--- config.mk ---
export PLATFORM = sky130hd
export DESIGN_NAME = fskmc_top
export DESIGN_NICKNAME = d
export VERILOG_FILES = /design/src/hw/fskmc_pkg.sv /design/src/hw/fskmc_top.sv
export SDC_FILE = /design/constraint.sdc
export NUM_CORES = 1
export LEC_CHECK = 0
export ABC_AREA = 1
export BUFFER_PORTS_ARGS = -buffer_cell sky130_fd_sc_hd__buf_2
export CORE_UTILIZATION = 25
export DETAILED_ROUTE_END_ITERATION = 10
export PLACE_DENSITY = 0.4
export REMOVE_ABC_BUFFERS = 1
export SLEW_MARGIN = 5
export SYNTH_ARGS = -nofsm -noshare
export SYNTH_HDL_FRONTEND = slang
export SYNTH_SLANG_ARGS = --single-unit
--- constraint.sdc ---
create_clock -name clk_in -period 20.5 [get_ports clk_in]
set_input_delay 3.075 -clock clk_in [delete_from_list [all_inputs] [get_ports clk_in]]
set_output_delay 3.075 -clock clk_in [all_outputs]
set_load 0.02 [all_outputs]
--- src/hw/fskmc_pkg.sv ---
// shared constants for the fsk modem configuration register block
package fskmc_pkg;
    // register width in both modes
    localparam int CFG_W = 48;
    localparam int CFG_NORM_W = 24;
    // value after reset, header 9B58h, frame length 08h in the upper word
    localparam logic [47:0] CFG_RESET = 48'h089B58_1362D7;
    // field positions
    localparam int F_FREQ_LO = 0;
    localparam int F_BAUD_LO = 3;
    localparam int F_DEV = 5;
    localparam int F_WDOG = 6;
    localparam int F_TOUT_LO = 7;
    localparam int F_DET_LO = 9;
    localparam int F_METH_LO = 12;
    localparam int F_MAINS = 14;
    localparam int F_MCLK_LO = 15;
    localparam int F_FREEZE = 17;
    localparam int F_HDR = 18;
    localparam int F_FLEN = 19;
    localparam int F_HLEN = 20;
    localparam int F_EXT = 21;
    localparam int F_HEADER_LO = 24;
    localparam int F_LENGTH_LO = 40;
    // detection method codes
    localparam logic [1:0] METH_PRE_RAW = 2'h0;
    localparam logic [1:0] METH_PRE_COND = 2'h1;
    localparam logic [1:0] METH_CAR_RAW = 2'h2;
    localparam logic [1:0] METH_CAR_COND = 2'h3;
    // time-out codes
    localparam logic [1:0] TOUT_OFF = 2'h0;
    localparam logic [1:0] TOUT_1S = 2'h1;
    localparam logic [1:0] TOUT_3S = 2'h2;
    // timing: clock rate and tick period
    localparam int CLK_MHZ = 250;
    localparam int TICK_US = 500;
    localparam int TICK_CYC = TICK_US * CLK_MHZ;
    // times counted in 500 us ticks
    localparam int WDOG_MS = 1500;
    localparam int TOUT1_MS = 1000;
    localparam int TOUT3_MS = 3000;
    localparam logic [13:0] WDOG_TICKS = 14'(WDOG_MS * 1000 / TICK_US);
    localparam logic [13:0] TOUT1_TICKS = 14'(TOUT1_MS * 1000 / TICK_US);
    localparam logic [13:0] TOUT3_TICKS = 14'(TOUT3_MS * 1000 / TICK_US);
    // detection filter times in ticks: 500 us, 1 ms, 3 ms, 5 ms
    localparam logic [3:0] DET_T0 = 4'h1;
    localparam logic [3:0] DET_T1 = 4'h2;
    localparam logic [3:0] DET_T2 = 4'h6;
    localparam logic [3:0] DET_T3 = 4'hA;
    // bits in one frame word
    localparam int WORD_BITS = 16;
endpackage

--- src/hw/fskmc_top.sv ---
// configuration register of the fsk power-line modem and its decoded settings
`timescale 1ns/1ns
module fskmc_top #(
    parameter int TICK_CYC = fskmc_pkg::TICK_CYC // cycles per 500 us tick
) (
    input wire logic clk_in, // 250 MHz crystal domain clock
    input wire logic sys_rst_in, // async reset, active high
    input wire logic cfg_wr_in, // one-cycle load strobe from serial port
    input wire logic [47:0] cfg_wdata_in, // word to load
    input wire logic carrier_raw_in, // raw carrier present pin
    input wire logic preamble_raw_in, // raw preamble present pin
    input wire logic pll_lock_in, // demodulator pll locked pin
    input wire logic rx_clk_raw_in, // recovered bit clock pin
    input wire logic rx_data_raw_in, // demodulated data pin
    input wire logic host_mode_in, // host mode select pin, 1 = uart
    input wire logic tx_active_in, // transmitting pin level
    input wire logic wd_clear_n_in, // watchdog clear pulse, active low
    output logic [47:0] cfg_rdata_out, // register contents
    output logic [2:0] freq_sel_out, // carrier frequency code
    output logic [1:0] baud_sel_out, // baud rate code
    output logic dev_sel_out, // deviation select
    output logic mains_async_out, // 1 = asynchronous mains access
    output logic [1:0] mclk_sel_out, // master clock code
    output logic freeze_en_out, // output level freeze active
    output logic carrier_detect_n_out, // detection, active low
    output logic rx_tx_bit_clock_out, // gated receive bit clock
    output logic rx_data_out, // gated receive data
    output logic wd_reset_out, // one-cycle watchdog expiry pulse
    output logic tx_timeout_out // transmission blocked by time-out
);
    logic [47:0] cfg_q; // configuration register
    logic [47:0] cfg_d; // next register value
    logic [1:0] car_s_q, pre_s_q, pll_s_q, rck_s_q, rdt_s_q, mode_s_q, tx_s_q, wd_s_q;
    logic rck_d1_q; // delayed bit clock for edge find
    logic wd_d1_q; // delayed clear for edge find
    logic [31:0] div_q; // tick divider
    logic tick_q; // one-cycle 500 us enable
    logic det_raw; // selected raw detection
    logic det_q; // filtered detection
    logic [3:0] det_cnt_q; // filter ticks spent disagreeing
    logic [3:0] det_lim; // filter length in ticks
    logic [13:0] wd_cnt_q; // watchdog ticks
    logic [13:0] to_cnt_q; // transmit ticks
    logic [13:0] to_lim; // time-out limit
    logic ext, hdr_en, flen_en; // effective extended options
    logic [15:0] shf_q; // received bit history
    logic hit; // header seen on this bit
    logic hdr_pulse_q; // one bit period header notice
    logic [11:0] frm_cnt_q; // bits left in frame
    logic rck_rise; // recovered clock rising edge
    logic [1:0] meth; // detection method
    assign meth = cfg_q[fskmc_pkg::F_METH_LO+:2];
    assign ext = cfg_q[fskmc_pkg::F_EXT];
    // options act only while extended mode is on
    assign hdr_en = ext & cfg_q[fskmc_pkg::F_HDR];
    // length count needs header and extended
    assign flen_en = hdr_en & cfg_q[fskmc_pkg::F_FLEN];
    assign rck_rise = rck_s_q[1] & ~rck_d1_q;
    // next register value on a host load
    always_comb begin
        cfg_d = cfg_q;
        if (cfg_wr_in) begin
            // the low 24 bits always load
            cfg_d[23:0] = cfg_wdata_in[23:0];
            // upper bits load only when the new word enables extended mode
            if (cfg_wdata_in[fskmc_pkg::F_EXT]) begin
                cfg_d[47:24] = cfg_wdata_in[47:24];
            end
        end
    end
    // register storage, reset holds every documented default
    always_ff @(posedge clk_in or posedge sys_rst_in) begin
        if (sys_rst_in) begin
            cfg_q <= fskmc_pkg::CFG_RESET;
        end else begin
            // bit 11 is stored as written; host keeps it zero
            cfg_q <= cfg_d;
        end
    end
    // pin synchronisers, first stage read only by second
    always_ff @(posedge clk_in or posedge sys_rst_in) begin
        if (sys_rst_in) begin
            car_s_q <= 2'h0;
            pre_s_q <= 2'h0;
            pll_s_q <= 2'h0;
            rck_s_q <= 2'h0;
            rdt_s_q <= 2'h0;
            mode_s_q <= 2'h0;
            tx_s_q <= 2'h0;
            wd_s_q <= 2'h3;
            rck_d1_q <= 1'b0;
            wd_d1_q <= 1'b1;
        end else begin
            car_s_q <= {car_s_q[0], carrier_raw_in};
            pre_s_q <= {pre_s_q[0], preamble_raw_in};
            pll_s_q <= {pll_s_q[0], pll_lock_in};
            rck_s_q <= {rck_s_q[0], rx_clk_raw_in};
            rdt_s_q <= {rdt_s_q[0], rx_data_raw_in};
            mode_s_q <= {mode_s_q[0], host_mode_in};
            tx_s_q <= {tx_s_q[0], tx_active_in};
            wd_s_q <= {wd_s_q[0], wd_clear_n_in};
            rck_d1_q <= rck_s_q[1];
            wd_d1_q <= wd_s_q[1];
        end
    end
    // tick divider, all slow timers count these pulses
    always_ff @(posedge clk_in or posedge sys_rst_in) begin
        if (sys_rst_in) begin
            div_q <= 32'h0;
            tick_q <= 1'b0;
        end else if (div_q == 32'(TICK_CYC - 1)) begin
            div_q <= 32'h0;
            tick_q <= 1'b1;
        end else begin
            div_q <= div_q + 32'h1;
            tick_q <= 1'b0;
        end
    end
    // source of detection follows the method bits; preamble also needs pll lock
    assign det_raw = meth[1] ? car_s_q[1] : (pre_s_q[1] & pll_s_q[1]);
    always_comb begin
        case (cfg_q[fskmc_pkg::F_DET_LO+:2])
            2'h0: det_lim = fskmc_pkg::DET_T0;
            2'h1: det_lim = fskmc_pkg::DET_T1;
            2'h2: det_lim = fskmc_pkg::DET_T2;
            default: det_lim = fskmc_pkg::DET_T3;
        endcase
    end
    // filter: state changes only after disagreeing for the detection time
    // a glitch shorter than the time restarts the count, trading latency for noise
    always_ff @(posedge clk_in or posedge sys_rst_in) begin
        if (sys_rst_in) begin
            det_q <= 1'b0;
            det_cnt_q <= 4'h0;
        end else if (det_raw == det_q) begin
            det_cnt_q <= 4'h0;
        end else if (tick_q) begin
            if (det_cnt_q + 4'h1 >= det_lim) begin
                det_q <= det_raw;
                det_cnt_q <= 4'h0;
            end else begin
                det_cnt_q <= det_cnt_q + 4'h1;
            end
        end
    end
    // header match on the history plus the arriving bit, so the notice
    // comes on the last header bit, not one bit late; 8-bit mode takes either byte
    always_comb begin
        if (cfg_q[fskmc_pkg::F_HLEN]) begin
            hit = {shf_q[14:0], rdt_s_q[1]} == cfg_q[fskmc_pkg::F_HEADER_LO+:16];
        end else begin
            hit = ({shf_q[6:0], rdt_s_q[1]} == cfg_q[fskmc_pkg::F_HEADER_LO+8+:8])
                | ({shf_q[6:0], rdt_s_q[1]} == cfg_q[fskmc_pkg::F_HEADER_LO+:8]);
        end
    end
    // bit history and frame counter, advanced on each recovered clock rise
    always_ff @(posedge clk_in or posedge sys_rst_in) begin
        if (sys_rst_in) begin
            shf_q <= 16'h0;
            hdr_pulse_q <= 1'b0;
            frm_cnt_q <= 12'h0;
        end else if (!hdr_en) begin
            shf_q <= 16'h0;
            hdr_pulse_q <= 1'b0;
            frm_cnt_q <= 12'h0;
        end else if (rck_rise) begin
            shf_q <= {shf_q[14:0], rdt_s_q[1]};
            // one clock period notice when length count is off
            hdr_pulse_q <= !flen_en && frm_cnt_q == 12'h0 && hit;
            if (frm_cnt_q != 12'h0) begin
                frm_cnt_q <= frm_cnt_q - 12'h1;
            end else if (flen_en && hit) begin
                // open a frame of length times 16 bits
                frm_cnt_q <= 12'(cfg_q[fskmc_pkg::F_LENGTH_LO+:8] * fskmc_pkg::WORD_BITS);
            end
        end
    end
    // carrier detect and receive gating
    always_ff @(posedge clk_in or posedge sys_rst_in) begin
        if (sys_rst_in) begin
            carrier_detect_n_out <= 1'b1;
            rx_tx_bit_clock_out <= 1'b0;
            rx_data_out <= 1'b0;
        end else begin
            // low while detected, or header notice in header mode
            carrier_detect_n_out <= hdr_en ? ~(hdr_pulse_q | (frm_cnt_q != 12'h0)) : ~det_q;
            if (flen_en && frm_cnt_q == 12'h0) begin
                // outside a counted frame clock is held, data parks at mode level
                rx_tx_bit_clock_out <= 1'b0;
                rx_data_out <= mode_s_q[1];
            end else if (!hdr_en && meth == fskmc_pkg::METH_PRE_COND
                         && !(det_q && pll_s_q[1])) begin
                rx_tx_bit_clock_out <= 1'b0;
                rx_data_out <= 1'b0;
            end else if (!hdr_en && meth == fskmc_pkg::METH_CAR_COND && !det_q) begin
                rx_tx_bit_clock_out <= 1'b0;
                rx_data_out <= mode_s_q[1];
            end else begin
                rx_tx_bit_clock_out <= rck_s_q[1];
                rx_data_out <= rdt_s_q[1];
            end
        end
    end
    // watchdog: a falling clear edge restarts it, expiry gives one pulse
    always_ff @(posedge clk_in or posedge sys_rst_in) begin
        if (sys_rst_in) begin
            wd_cnt_q <= 14'h0;
            wd_reset_out <= 1'b0;
        end else begin
            wd_reset_out <= 1'b0;
            if (!cfg_q[fskmc_pkg::F_WDOG] || (wd_d1_q && !wd_s_q[1])) begin
                wd_cnt_q <= 14'h0;
            end else if (tick_q) begin
                if (wd_cnt_q + 14'h1 >= fskmc_pkg::WDOG_TICKS) begin
                    wd_cnt_q <= 14'h0;
                    wd_reset_out <= 1'b1;
                end else begin
                    wd_cnt_q <= wd_cnt_q + 14'h1;
                end
            end
        end
    end

    // time-out limit; code 3 is unused and treated as off
    assign to_lim = (cfg_q[fskmc_pkg::F_TOUT_LO+:2] == fskmc_pkg::TOUT_3S)
        ? fskmc_pkg::TOUT3_TICKS : fskmc_pkg::TOUT1_TICKS;
    // continuous transmission past the limit blocks; leaving transmit unlocks
    always_ff @(posedge clk_in or posedge sys_rst_in) begin
        if (sys_rst_in) begin
            to_cnt_q <= 14'h0;
            tx_timeout_out <= 1'b0;
        end else if (!tx_s_q[1]) begin
            to_cnt_q <= 14'h0;
            tx_timeout_out <= 1'b0;
        end else if (tick_q && !tx_timeout_out
                     && cfg_q[fskmc_pkg::F_TOUT_LO+:2] != fskmc_pkg::TOUT_OFF
                     && cfg_q[fskmc_pkg::F_TOUT_LO+:2] != 2'h3) begin
            if (to_cnt_q + 14'h1 >= to_lim) begin
                tx_timeout_out <= 1'b1;
            end else begin
                to_cnt_q <= to_cnt_q + 14'h1;
            end
        end
    end
    // decoded settings registered so every output leaves a flip-flop
    always_ff @(posedge clk_in or posedge sys_rst_in) begin
        if (sys_rst_in) begin
            cfg_rdata_out <= fskmc_pkg::CFG_RESET;
            freq_sel_out <= fskmc_pkg::CFG_RESET[fskmc_pkg::F_FREQ_LO+:3];
            baud_sel_out <= fskmc_pkg::CFG_RESET[fskmc_pkg::F_BAUD_LO+:2];
            dev_sel_out <= fskmc_pkg::CFG_RESET[fskmc_pkg::F_DEV];
            mains_async_out <= fskmc_pkg::CFG_RESET[fskmc_pkg::F_MAINS];
            mclk_sel_out <= fskmc_pkg::CFG_RESET[fskmc_pkg::F_MCLK_LO+:2];
            freeze_en_out <= 1'b0;
        end else begin
            cfg_rdata_out <= cfg_q;
            freq_sel_out <= cfg_q[fskmc_pkg::F_FREQ_LO+:3];
            baud_sel_out <= cfg_q[fskmc_pkg::F_BAUD_LO+:2];
            dev_sel_out <= cfg_q[fskmc_pkg::F_DEV];
            mains_async_out <= cfg_q[fskmc_pkg::F_MAINS];
            mclk_sel_out <= cfg_q[fskmc_pkg::F_MCLK_LO+:2];
            // freeze is active low in the field and needs extended mode
            freeze_en_out <= ext & ~cfg_q[fskmc_pkg::F_FREEZE];
        end
    end
endmodule

# == Word-level counts from Yosys, hierarchy flattened ==
# Index checks and enable logic that the tools add are counted.
# word_totals
regBits,223
input_bits,59
output_inout_bits,63
elab_cells,137
# classes
n_addsub,5
n_lt_le_gt_ge,3
eq_ne,16
n_mux,36
bitwise_logic,12
reduce_logical,32
# ops
op,n
14-bit two-way mux,6
12-bit two-way mux,4
"32-bit by 1-bit adder with 32-bit output, second input constant",1
"32-bit by 17-bit == test with 1-bit output, second input constant",1
32-bit two-way mux,1
15-bit two-way mux,2
"14-bit by 1-bit adder with 14-bit output, second input constant",2
1-bit two-way mux,18
16-bit == test,1
8-bit == test,2
"14-bit by 12-bit greater-or-equal comparator with 1-bit output, second input constant",1
14-bit by 13-bit greater-or-equal comparator with 1-bit output,1
1-bit logical AND,13
13-bit two-way mux,1
12-bit logical NOT,1
4-bit two-way mux,3
4-bit case mux with 3 select lines,1
12-bit nonzero test,1
"12-bit by 1-bit subtractor with 12-bit output, second input constant",1
2-bit AND reduction,4
1-bit logical NOT,7
"2-bit == test, second input constant",3
"2-bit by 1-bit inequality test with 1-bit output, second input constant",3
2-bit nonzero test,3
other kinds (12),23

# == Logic depth before layout (Yosys ltp) ==
# Gate-level depths: netlist (run 1).
# logic_depth
depth_word,8
depth_mapped,16

# == Worst setup path after synthesis (run 1) ==
# No wires, ideal clock.
# synth_timing
path_type,input port to flip-flop
start,input cfg_wr_in
end,register cfg_q[10]
setup_ps,125
arrival_time_ps,4113
required_time_ps,20375
setup_slack_ps,16262
cell_stages,3
path_buffers,2
path_cell_list,clkbuf_1 > buf_1 > mux2_2
# synth_rtl
item,line_no,rtl
start: declaration,fskmc_top.sv:8,"input wire logic cfg_wr_in,"
end signal: assignment,fskmc_top.sv:74,cfg_q <= fskmc_pkg::CFG_RESET;
end signal: assignment,fskmc_top.sv:77,cfg_q <= cfg_d;
end: declaration,fskmc_top.sv:31,logic [47:0] cfg_q;
# No word-level cell between the ends.

# == Final worst setup path (run 1) ==
# layout_timing
start,register cfg_rdata_out[32]
end,output cfg_rdata_out[32]
# layout_rtl
item,line_no,rtl
start: declaration,fskmc_top.sv:18,"output logic [47:0] cfg_rdata_out,"
start signal: assignment,fskmc_top.sv:248,cfg_rdata_out <= fskmc_pkg::CFG_RESET;
start signal: assignment,fskmc_top.sv:256,cfg_rdata_out <= cfg_q;
# No word-level cell between the ends.

==> results of run 1 <==
==> flip-flops by register name (all words and copies together) (netlist names), 4 cells and up <==
register,cells
cfg_q,48
cfg_rdata_out,44
det_cnt_q,4
div_q,32
frm_cnt_q,12
shf_q,15
to_cnt_q,14
wd_cnt_q,14
==> cells in the final DEF, fill, tap and decap left out, types with 26 or more instances in the layout <==
cell type / count
clkbuf_16: 26
inv_1: 128
dfrtp_1: 168
xor2_1: 36
nand2_1: 245
nor3_1: 28
nor2_1: 105
dfstp_2: 46
buf_2: 121
mux2_2: 38
nand3_1: 71
==> per-stage QoR <==
stage	cell area [sq um]	setup slack, ns	util	total power [mW]	std cells
after detailed placement	11100	15.46	0.284	0.671	1691
after floorplan	9770	11.65	-	0.611	1049
after global placement	11100	15.47	0.284	0.671	1691
after global routing	11900	15.86	0.306	1.19	1739
final	11900	16.19	0.306	1.12	1739
after CTS	11900	16.04	0.306	1.15	1739
==> layer usage <==
layer  wire length, um  GRT usage  vias to the layer above
met5                13          0                        -
met4               414     0.0330                        2
met3               994     0.0220                       32
met2             11200      0.200                       99
met1             11900      0.172                     3564
li1                  -          -                     3719
==> where the power goes <==
group,internal [mW],switching (mW),total (mW)
clock network,0.281,0.183,0.464
logic,0.0617,0.111,0.172
registers,0.463,0.0244,0.487
total,0.806,0.318,1.12
==> cells by family (layout without fill, tap and decap cells) <==
logic type / after synthesis / count (layout) / synth area share
XOR/XNOR: 55 / 55 / 0.0485
adder cells (fa/ha/maj): 13 / 13 / 0.0164
flip-flops: 214 / 214 / 0.544
buffers and inverters: 163 / 306 / 0.0678
multiplexers: 38 / 38 / 0.0430
AO/OA/AOI/OAI: 66 / 66 / 0.0378
AND/OR/NAND/NOR: 529 / 529 / 0.242
==> cell type report <==
cell class                 count  share of cell area
tap                          518              0.0544
multi-input combinational    701               0.323
clock buffer                  40              0.0640
timing repair buffer         124              0.0527
clock inverter                 8             0.00871
sequential                   214               0.454
inverter                     134              0.0428
==> worst paths after layout <==
| check | endpoint | cells past startpoint |
|---|---|---|
| worst min register to register | tx_s_q[1] | 0 |
| worst max register to register | to_cnt_q[0] | 14 |
| max in group asynchronous | cfg_q[45] | 3 |
| worst max-delay path | cfg_rdata_out[32] | 1 |
| min in group asynchronous | rdt_s_q[0] | 2 |
| worst min-delay path | tx_s_q[1] | 0 |
==> impl_metrics.csv, run 1 <==
group,metric,value,unit
grt,grt_pass1_vias,7580,
power,ir_worst_vdd,0.0000612,V
die,boundaryPins,122,
sta,hold_viol_final,0,
logic_synthesis,syn_area_per_cell,9.22,sq um
logic_synthesis,synthFlopType,"dfrtp_1",
clock_tree,h-tree-depth,1,
logic_synthesis,yosys-top-cells-count,"nand2_1 (245), dfrtp_1 (168), inv_1 (129), nor2_1 (105), nand3_1 (71)",
critical_path,timing.rr.start,"to_cnt_q[0]",
routing,totalWireLength,24600,um
routing,firstDrtPassIters,4,
routing,avgViaCountPerCell,4.26,
critical_path,cp_max_fo,1,
die,chipWidth,201,um
sta,slew_violations,0,
clock_tree,cts_hold_buf,0,
sta,fin_crit_sh,0.210,
critical_path,cp_slowest_cell,"dfstp_2",
worst_hold_path,hp-start,"tx_s_q[0]",
logic_synthesis,yosys.area.top_type_share,0.423,
final_layout,antenna_cells,0,
placement,placement.io_buffers,121,
grt,grt_pass1_wl,40900,um
final_layout,multi_input_area,3850,sq um
routing,vias,7416,
critical_path,cpPeakStageDelay,0.54,ns
routing,ant_nets,0,
logic_synthesis,synth_area_leaders,"dfrtp_1 (42%), dfstp_2 (12%), nand2_1 (9.3%)",
die,fp.coreArea,38900,sq um
critical_path,arrival,1.24,ns
critical_path,worstPathRequired,17.43,ns
sta,skew,0.0216,ns
clock_tree,post-cts-setup-buffers,0,
routing,post-route-drc-count,0,
die,initial_core_util,0.255,
clock_tree,cts_buffers,26,
sta,tns,0,ns
logic_synthesis,synth_edf_count,0,
power,p_leak,5.52,nW
critical_path,ff2ff_setup_slack,17.70,ns
critical_path,critical_path_class,"reg -> out",
logic_synthesis,syn_inst,1078,
logic_synthesis,ys_ff_latch,214,
clock_tree,cts.sinks,214,
final_layout,num-nets-final,1273,
critical_path,cp_top_family,"flip-flops",
run,cap_violations,0,
sta,hold_ws,0.342,ns
sta,slew_headroom,0.335,
die,die_area,40600,sq um
routing,wl_per_cell,14.2,um
clock_tree,clock_latency,0.55,ns
clock_tree,path_clk_slew,0.06,ns
critical_path,startpoint,"cfg_rdata_out[32]",
sta,fmax,0.232,GHz
critical_path,worst-path-buf-inv,1,
clock_tree,root_buffer,"clkbuf_16",
sta,layout_min_cycle_time,4.31,ns
clock_tree,cts_tree,"yes",
logic_synthesis,synthArstFlopShare,1.00,
logic_synthesis,synthMostInstantiatedCell,"nand2_1",
final_layout,seqCellArea,5410,sq um
routing,drt_iter0_drc,379,
worst_hold_path,hold_class,"reg -> reg",
sta,rsz0062_at_grt,"false",
final_layout,area_growth,19.9,%
final_layout,final_layout_size_suffix_gt1_frac,0.237,
placement,gp_congestion,0.826,
critical_path,cp_cell_sequence,"buf_2",
die,row_count,72,
sta,setup_viol,0,
critical_path,cp-start-kind,"flop",
die,die_y,201,um
final_layout,fill_cells,4154,
power,power_density,94.3,nW/um^2
grt,antenna_found_initial,1,
logic_synthesis,yosysUniqueCellTypes,45,
logic_synthesis,yosysWarnings,0,
placement,hpwlAfterDp,17200,um
clock_tree,cts_max_path_buffers,3,
grt,grt_max_degree,143,
logic_synthesis,yosys.area.top_type,"dfrtp_1",
sta,worst_pin_slew,0.998,ns
logic_synthesis,synth_area,9940,sq um
clock_tree,cts_resized,0,
grt,track_usage,0.125,
logic_synthesis,synth-seq-area-share,0.544,
grt,grt_overflow_total,0,
status,status,"complete, no violations",
critical_path,cp-end-kind,"output port",
No activity file was read; power rests on OpenSTA's default activity.
==> run 2, diff against run 1 <==
==> constraint.sdc (replaced) <==
create_clock -name clk_in -period 4.25 [get_ports clk_in]
set_input_delay 0.6375 -clock clk_in [delete_from_list [all_inputs] [get_ports clk_in]]
set_output_delay 0.6375 -clock clk_in [all_outputs]
set_load 0.02 [all_outputs]
==> run 2 against run 1 <==
Total power rose to 4.8 times the previous value. Largest cell class unchanged. Highest routed layer unchanged. Final cell count up 0.23%. Via count up 0.23%. First-iteration DRC count down 4.7%. Critical path depth up 13. Worst setup slack worse by 15 ns. Critical path type is now reg -> reg. Die area unchanged.
==> impl_metrics.csv, run 2 (synthesized netlist as in run 1, its figures left out) <==
group,metric,value,unit
status,status,"complete, no violations",
sta,slew_violations,0,
die,die_area,40600,sq um
clock_tree,cts_tree,"yes",
clock_tree,clock_latency,0.53,ns
clock_tree,cts_max_path_buffers,3,
run,cap_violations,0,
clock_tree,path_clk_slew,0.06,ns
grt,grt_overflow_total,0,
routing,avgViaCountPerCell,4.26,
placement,placed_cells,1694,
final_layout,num-nets-final,1276,
grt,antenna_found_initial,2,
routing,totalWireLength,24600,um
sta,fmax,0.372,GHz
clock_tree,cts.sinks,214,
clock_tree,cts_hold_buf,0,
die,initial_core_util,0.255,
sta,slew_headroom,0.502,
critical_path,cp-start-kind,"flop",
worst_hold_path,hold_class,"in -> reg",
die,die_y,201,um
placement,hpwlAfterDp,17400,um
final_layout,fill_cells,4156,
die,boundaryPins,122,
final_layout,top_register,"cfg_q",
routing,post-route-drc-count,0,
sta,rsz0062_at_grt,"false",
final_layout,final_cells,1743,
die,chipWidth,201,um
critical_path,critical_path_class,"reg -> reg",
critical_path,cp-end-kind,"flop",
sta,hold_viol_final,0,
power,p_leak,5.54,nW
sta,worst_pin_slew,0.740,ns
placement,gp_congestion,0.808,
critical_path,arrival,3.10,ns
clock_tree,root_buffer,"clkbuf_16",
grt,track_usage,0.124,
sta,skew,0.0128,ns
final_layout,final_layout_size_suffix_gt1_frac,0.238,
critical_path,ff2ff_setup_slack,1.56,ns
grt,grt_pass1_wl,40800,um
routing,firstDrtPassIters,7,
sta,fin_crit_sh,0.632,
grt,grt_pass1_vias,7688,
sta,setup_viol,0,
routing,wl_per_cell,14.1,um
die,row_count,72,
final_layout,final_area,12000,sq um
routing,ant_nets,0,
clock_tree,h-tree-depth,1,
routing,vias,7433,
sta,layout_min_cycle_time,2.69,ns
placement,placement.io_buffers,121,
placement,dpl_cell_area,11100,sq um
final_layout,reg_top3,"cfg_q (48), cfg_rdata_out (44), div_q (32)",
clock_tree,cts_buffers,26,
power,power_density,455,nW/um^2
final_layout,mostFrequentLayoutCells,"nand2_1 (245), dfrtp_1 (168), inv_1 (128), buf_2 (121), nor2_1 (105)",
clock_tree,post-cts-setup-buffers,0,
die,fp.coreArea,38900,sq um
routing,drt_iter0_drc,361,
grt,grt_max_degree,107,
final_layout,largest_reg_flops,48,
final_layout,area_growth,20.4,%
critical_path,worstPathRequired,4.66,ns
final_layout,final_common_cell,"nand2_1",
clock_tree,cts_resized,0,
critical_path,cp_max_fo,14,
power,ir_worst_vdd,0.000254,V
-- run 2: changes by cell type in the layout (fill, tap and decap cells not counted), sizes merged --
cell	before	now
diode	0	1
clkbuf	40	42
clkinv	8	6
buf	124	127
-- run 2: area by class of cell --
class / instances / area [sq um] / share of cell area
Antenna cell: 1 / 2.50 / 0.000209
Clock buffer: 42 / 792 / 0.0662
Clock inverter: 6 / 82.6 / 0.00690
Inverter: 134 / 510 / 0.0427
Multi-Input combinational cell: 701 / 3850 / 0.322
Sequential cell: 214 / 5410 / 0.452
Tap cell: 518 / 648 / 0.0542
Timing Repair Buffer: 127 / 663 / 0.0554
-- run 2: report_power, final --
group / leakage [nW] / switching (mW) / internal, mW
Clock: 0.427 / 0.861 / 1.39
Sequential: 2.65 / 0.116 / 2.23
Combinational: 2.47 / 0.539 / 0.302
Total: 5.54 / 1.52 / 3.92
-- run 2: path summary, 6_finish.rpt --
| path | end | from | cells after the start |
|---|---|---|---|
| min in group asynchronous | pre_s_q[0] | sys_rst_in | 2 |
| max | to_cnt_q[7] | to_cnt_q[0] | 14 |
| max in group asynchronous | cfg_q[6] | sys_rst_in | 3 |
| min reg2reg | mode_s_q[1] | mode_s_q[0] | 0 |
| min | rck_s_q[0] | rx_clk_raw_in | 1 |
| max reg2reg | to_cnt_q[7] | to_cnt_q[0] | 14 |
-- run 2: layer usage --
layer	routed length (um)	share of wire	vias to the layer above	track usage
met4	359	0.015	2	0.0298
li1	-	-	3723	-
met3	933	0.038	30	0.0233
met2	11500	0.47	101	0.201
met5	13	0.00053	-	0
met1	11800	0.48	3577	0.170
-- run 2: critical path, stage by stage, from the launching register on --
cell,delay (ns)
dfrtp_1,0.39
ha_1,0.18
nand2_1,0.12
nor2_4,0.19
nand2_1,0.08
or3_1,0.32
xor2_1,0.17
ha_1,0.30
nand3_1,0.08
nor2_1,0.13
nand3_2,0.12
nand3_4,0.17
nand2_4,0.16
nand2_1,0.11
nand2_1,0.05
-- run 2: stage by stage --
stage / total power, mW / worst slack [ns] / utilization / setup TNS [ns] / hold slack [ns]
2_1_floorplan: 2.95 / -2.16 / - / -388.07 / 0.331
3_3_place_gp: 3.24 / 1.59 / 0.285 / 0 / 0.334
3_5_place_dp: 3.24 / 1.54 / 0.285 / 0 / 0.339
4_1_cts: 5.55 / 1.53 / 0.307 / 0 / 0.179
5_1_grt: 5.75 / 1.28 / 0.307 / 0 / 0.177
6_report: 5.44 / 1.56 / 0.307 / 0 / 0.210
==> run 3, diff against run 2 <==
--- a/config.mk
+++ b/config.mk
@@ -9,7 +9,7 @@
 export BUFFER_PORTS_ARGS = -buffer_cell sky130_fd_sc_hd__buf_2
 export CORE_UTILIZATION = 25
 export DETAILED_ROUTE_END_ITERATION = 10
-export PLACE_DENSITY = 0.4
+export PLACE_DENSITY = 0.41
 export REMOVE_ABC_BUFFERS = 1
 export SLEW_MARGIN = 5
 export SYNTH_ARGS = -nofsm -noshare
==> constraint.sdc (replaced) <==
create_clock -name clk_in -period 2.45 [get_ports clk_in]
set_input_delay 0.3675 -clock clk_in [delete_from_list [all_inputs] [get_ports clk_in]]
set_output_delay 0.3675 -clock clk_in [all_outputs]
set_load 0.02 [all_outputs]
==> run 3 against run 2 <==
Global-route usage barely moved. Fmax is 13% higher. Wire length decreased by 0.52%. Critical path depth decreased by 1. Largest cell class unchanged.
==> impl_metrics.csv, run 3 (synthesized netlist as in run 1, its figures left out) <==
group,metric,value,unit
critical_path,cp_slowest_cell,"dfrtp_1",
sta,rsz0062_at_grt,"true",
placement,gp_congestion,0.826,
final_layout,final_area,12300,sq um
sta,worst_pin_slew,0.572,ns
die,fp.coreArea,38900,sq um
final_layout,reg_top3,"cfg_q (48), cfg_rdata_out (44), div_q (32)",
routing,totalWireLength,24500,um
final_layout,mostFrequentLayoutCells,"nand2_1 (243), dfrtp_1 (168), inv_1 (128), buf_2 (121), nor2_1 (105)",
clock_tree,cts.sinks,214,
routing,drt_iter0_drc,321,
critical_path,cp_cell_sequence,"ha_2, nand2_2, nor2_4, nand2_2, or3_4, xor2_1, ha_1, nand2_1, and2_2, nand3_4, buf_4, nand3_1, nand2_1",
power,power_density,775,nW/um^2
sta,fmax,0.422,GHz
critical_path,critical_path_class,"reg -> reg",
die,boundaryPins,122,
routing,wl_per_cell,13.8,um
critical_path,cp-start-kind,"flop",
clock_tree,cts_tree,"yes",
sta,setup_viol,0,
worst_hold_path,min_path_cells,3,
routing,firstDrtPassIters,4,
grt,use_met2,0.198,
routing,vias,7554,
critical_path,cp-end-kind,"flop",
clock_tree,root_buffer,"clkbuf_16",
final_layout,final_common_cell,"nand2_1",
run,cap_violations,0,
clock_tree,path_clk_slew,0.06,ns
final_layout,fill_cells,4144,
grt,grt_max_degree,76,
power,ir_worst_vdd,0.000512,V
sta,layout_min_cycle_time,2.37,ns
critical_path,r2r-end,"to_cnt_q[1]",
sta,slew_violations,0,
placement,placed_cells,1717,
clock_tree,clock_latency,0.55,ns
power,p_leak,5.73,nW
critical_path,reg2reg_depth,13,
worst_hold_path,hold_end,"cfg_q[9]",
die,die_y,201,um
grt,grt_pass1_vias,7776,
sta,slew_headroom,0.615,
worst_hold_path,hold_class,"in -> reg",
placement,dpl_cell_area,11300,sq um
grt,track_usage,0.124,
sta,skew,0.0243,ns
die,chipWidth,201,um
grt,grt_pass1_wl,40700,um
grt,busiest_layer,"met2",
clock_tree,h-tree-depth,1,
final_layout,area_growth,23.9,%
critical_path,arrival,2.80,ns
worst_hold_path,hp-start,"cfg_wdata_in[9]",
critical_path,ff2ff_setup_slack,0.08,ns
final_layout,final_cells,1776,
final_layout,final_util,0.316,
routing,post-route-drc-count,0,
power,total_power,9.55,mW
die,initial_core_util,0.255,
critical_path,cp_max_fo,6,
clock_tree,cts_buffers,26,
final_layout,largest_reg_flops,48,
status,status,"complete, no violations",
sta,hold_viol_final,0,
grt,grt_overflow_total,0,
clock_tree,cts_max_path_buffers,3,
grt,met3_usage,0.0209,
final_layout,final_layout_size_suffix_gt1_frac,0.258,
sta,tns,0,ns
placement,placement.io_buffers,121,
routing,ant_nets,0,
critical_path,cp_top_family,"simple AND/OR/NAND/NOR gates",
routing,avgViaCountPerCell,4.25,
placement,hpwlAfterDp,17700,um
placement,pre_cts_ws,0.0126,ns
critical_path,cpPeakStageDelay,0.35,ns
die,die_area,40600,sq um
final_layout,top_register,"cfg_q",
sta,hold_ws,0.0429,ns
grt,grt_util_met1,0.171,
critical_path,timing.rr.start,"to_cnt_q[0]",
grt,antenna_found_initial,1,
critical_path,worst-path-buf-inv,1,
die,row_count,72,
critical_path,worstPathRequired,2.88,ns
sta,worst_slack,0.0805,ns
sta,fin_crit_sh,0.967,
final_layout,num-nets-final,1309,
run 3: changes by cell type in the layout (fill, tap and decap cells not counted), moves of 3 or more:
cell           change
buf_4             +21
clkbuf_1           -5
dlygate4sd3_1      +9
clkbuf_8           +3
run 3: routing by layer:
layer / up-vias / wire length (um)
met4: 0 / 501
met2: 101 / 11200
met5: - / 0
met1: 3629 / 12000
met3: 34 / 845
li1: 3790 / -
run 3: timing repair:
action                     CTS  global route
setup buffers                0             1
pin swaps                    0             6
hold endpoints to repair    67             0
setup endpoints to repair    1            18
resized for setup            2             5
hold buffers                 9             0
run 3: how the worst max path moves through the flow:
stage	from	to	slack [ns]	cells after the start
6_report	to_cnt_q[0]	to_cnt_q[1]	0.08	13
5_1_grt	to_cnt_q[0]	to_cnt_q[7]	-0.06	14
4_1_cts	to_cnt_q[0]	to_cnt_q[1]	-0.002	14
3_5_place_dp	to_cnt_q[0]	to_cnt_q[0]	0.01	14
3_3_place_gp	to_cnt_q[0]	to_cnt_q[5]	0.07	14
2_1_floorplan	sys_rst_in	baud_sel_out[0]	-3.69	1
run 3: final cells by class:
type | count | area [sq um] | share of cell area
tap | 518 | 648 | 0.0526
clock inverter | 8 | 80.1 | 0.00650
clock buffer | 40 | 815 | 0.0662
antenna | 1 | 2.50 | 0.000203
sequential | 214 | 5410 | 0.440
inverter | 134 | 510 | 0.0415
multi-input combinational | 701 | 3880 | 0.315
timing repair buffer | 160 | 962 | 0.0781
run 3: worst register-to-register path, stage by stage, from the launching register on:
cell	delay (ns)
dfrtp_1	0.35
ha_2	0.19
nand2_2	0.07
nor2_4	0.10
nand2_2	0.06
or3_4	0.32
xor2_1	0.20
ha_1	0.28
nand2_1	0.07
and2_2	0.17
nand3_4	0.13
buf_4	0.19
nand3_1	0.07
nand2_1	0.06
run 3: power breakdown:
group / switching [mW] / internal [mW] / leakage (nW)
sequential: 0.192 / 3.87 / 2.65
clock: 1.54 / 2.39 / 0.447
combinational: 0.945 / 0.604 / 2.63
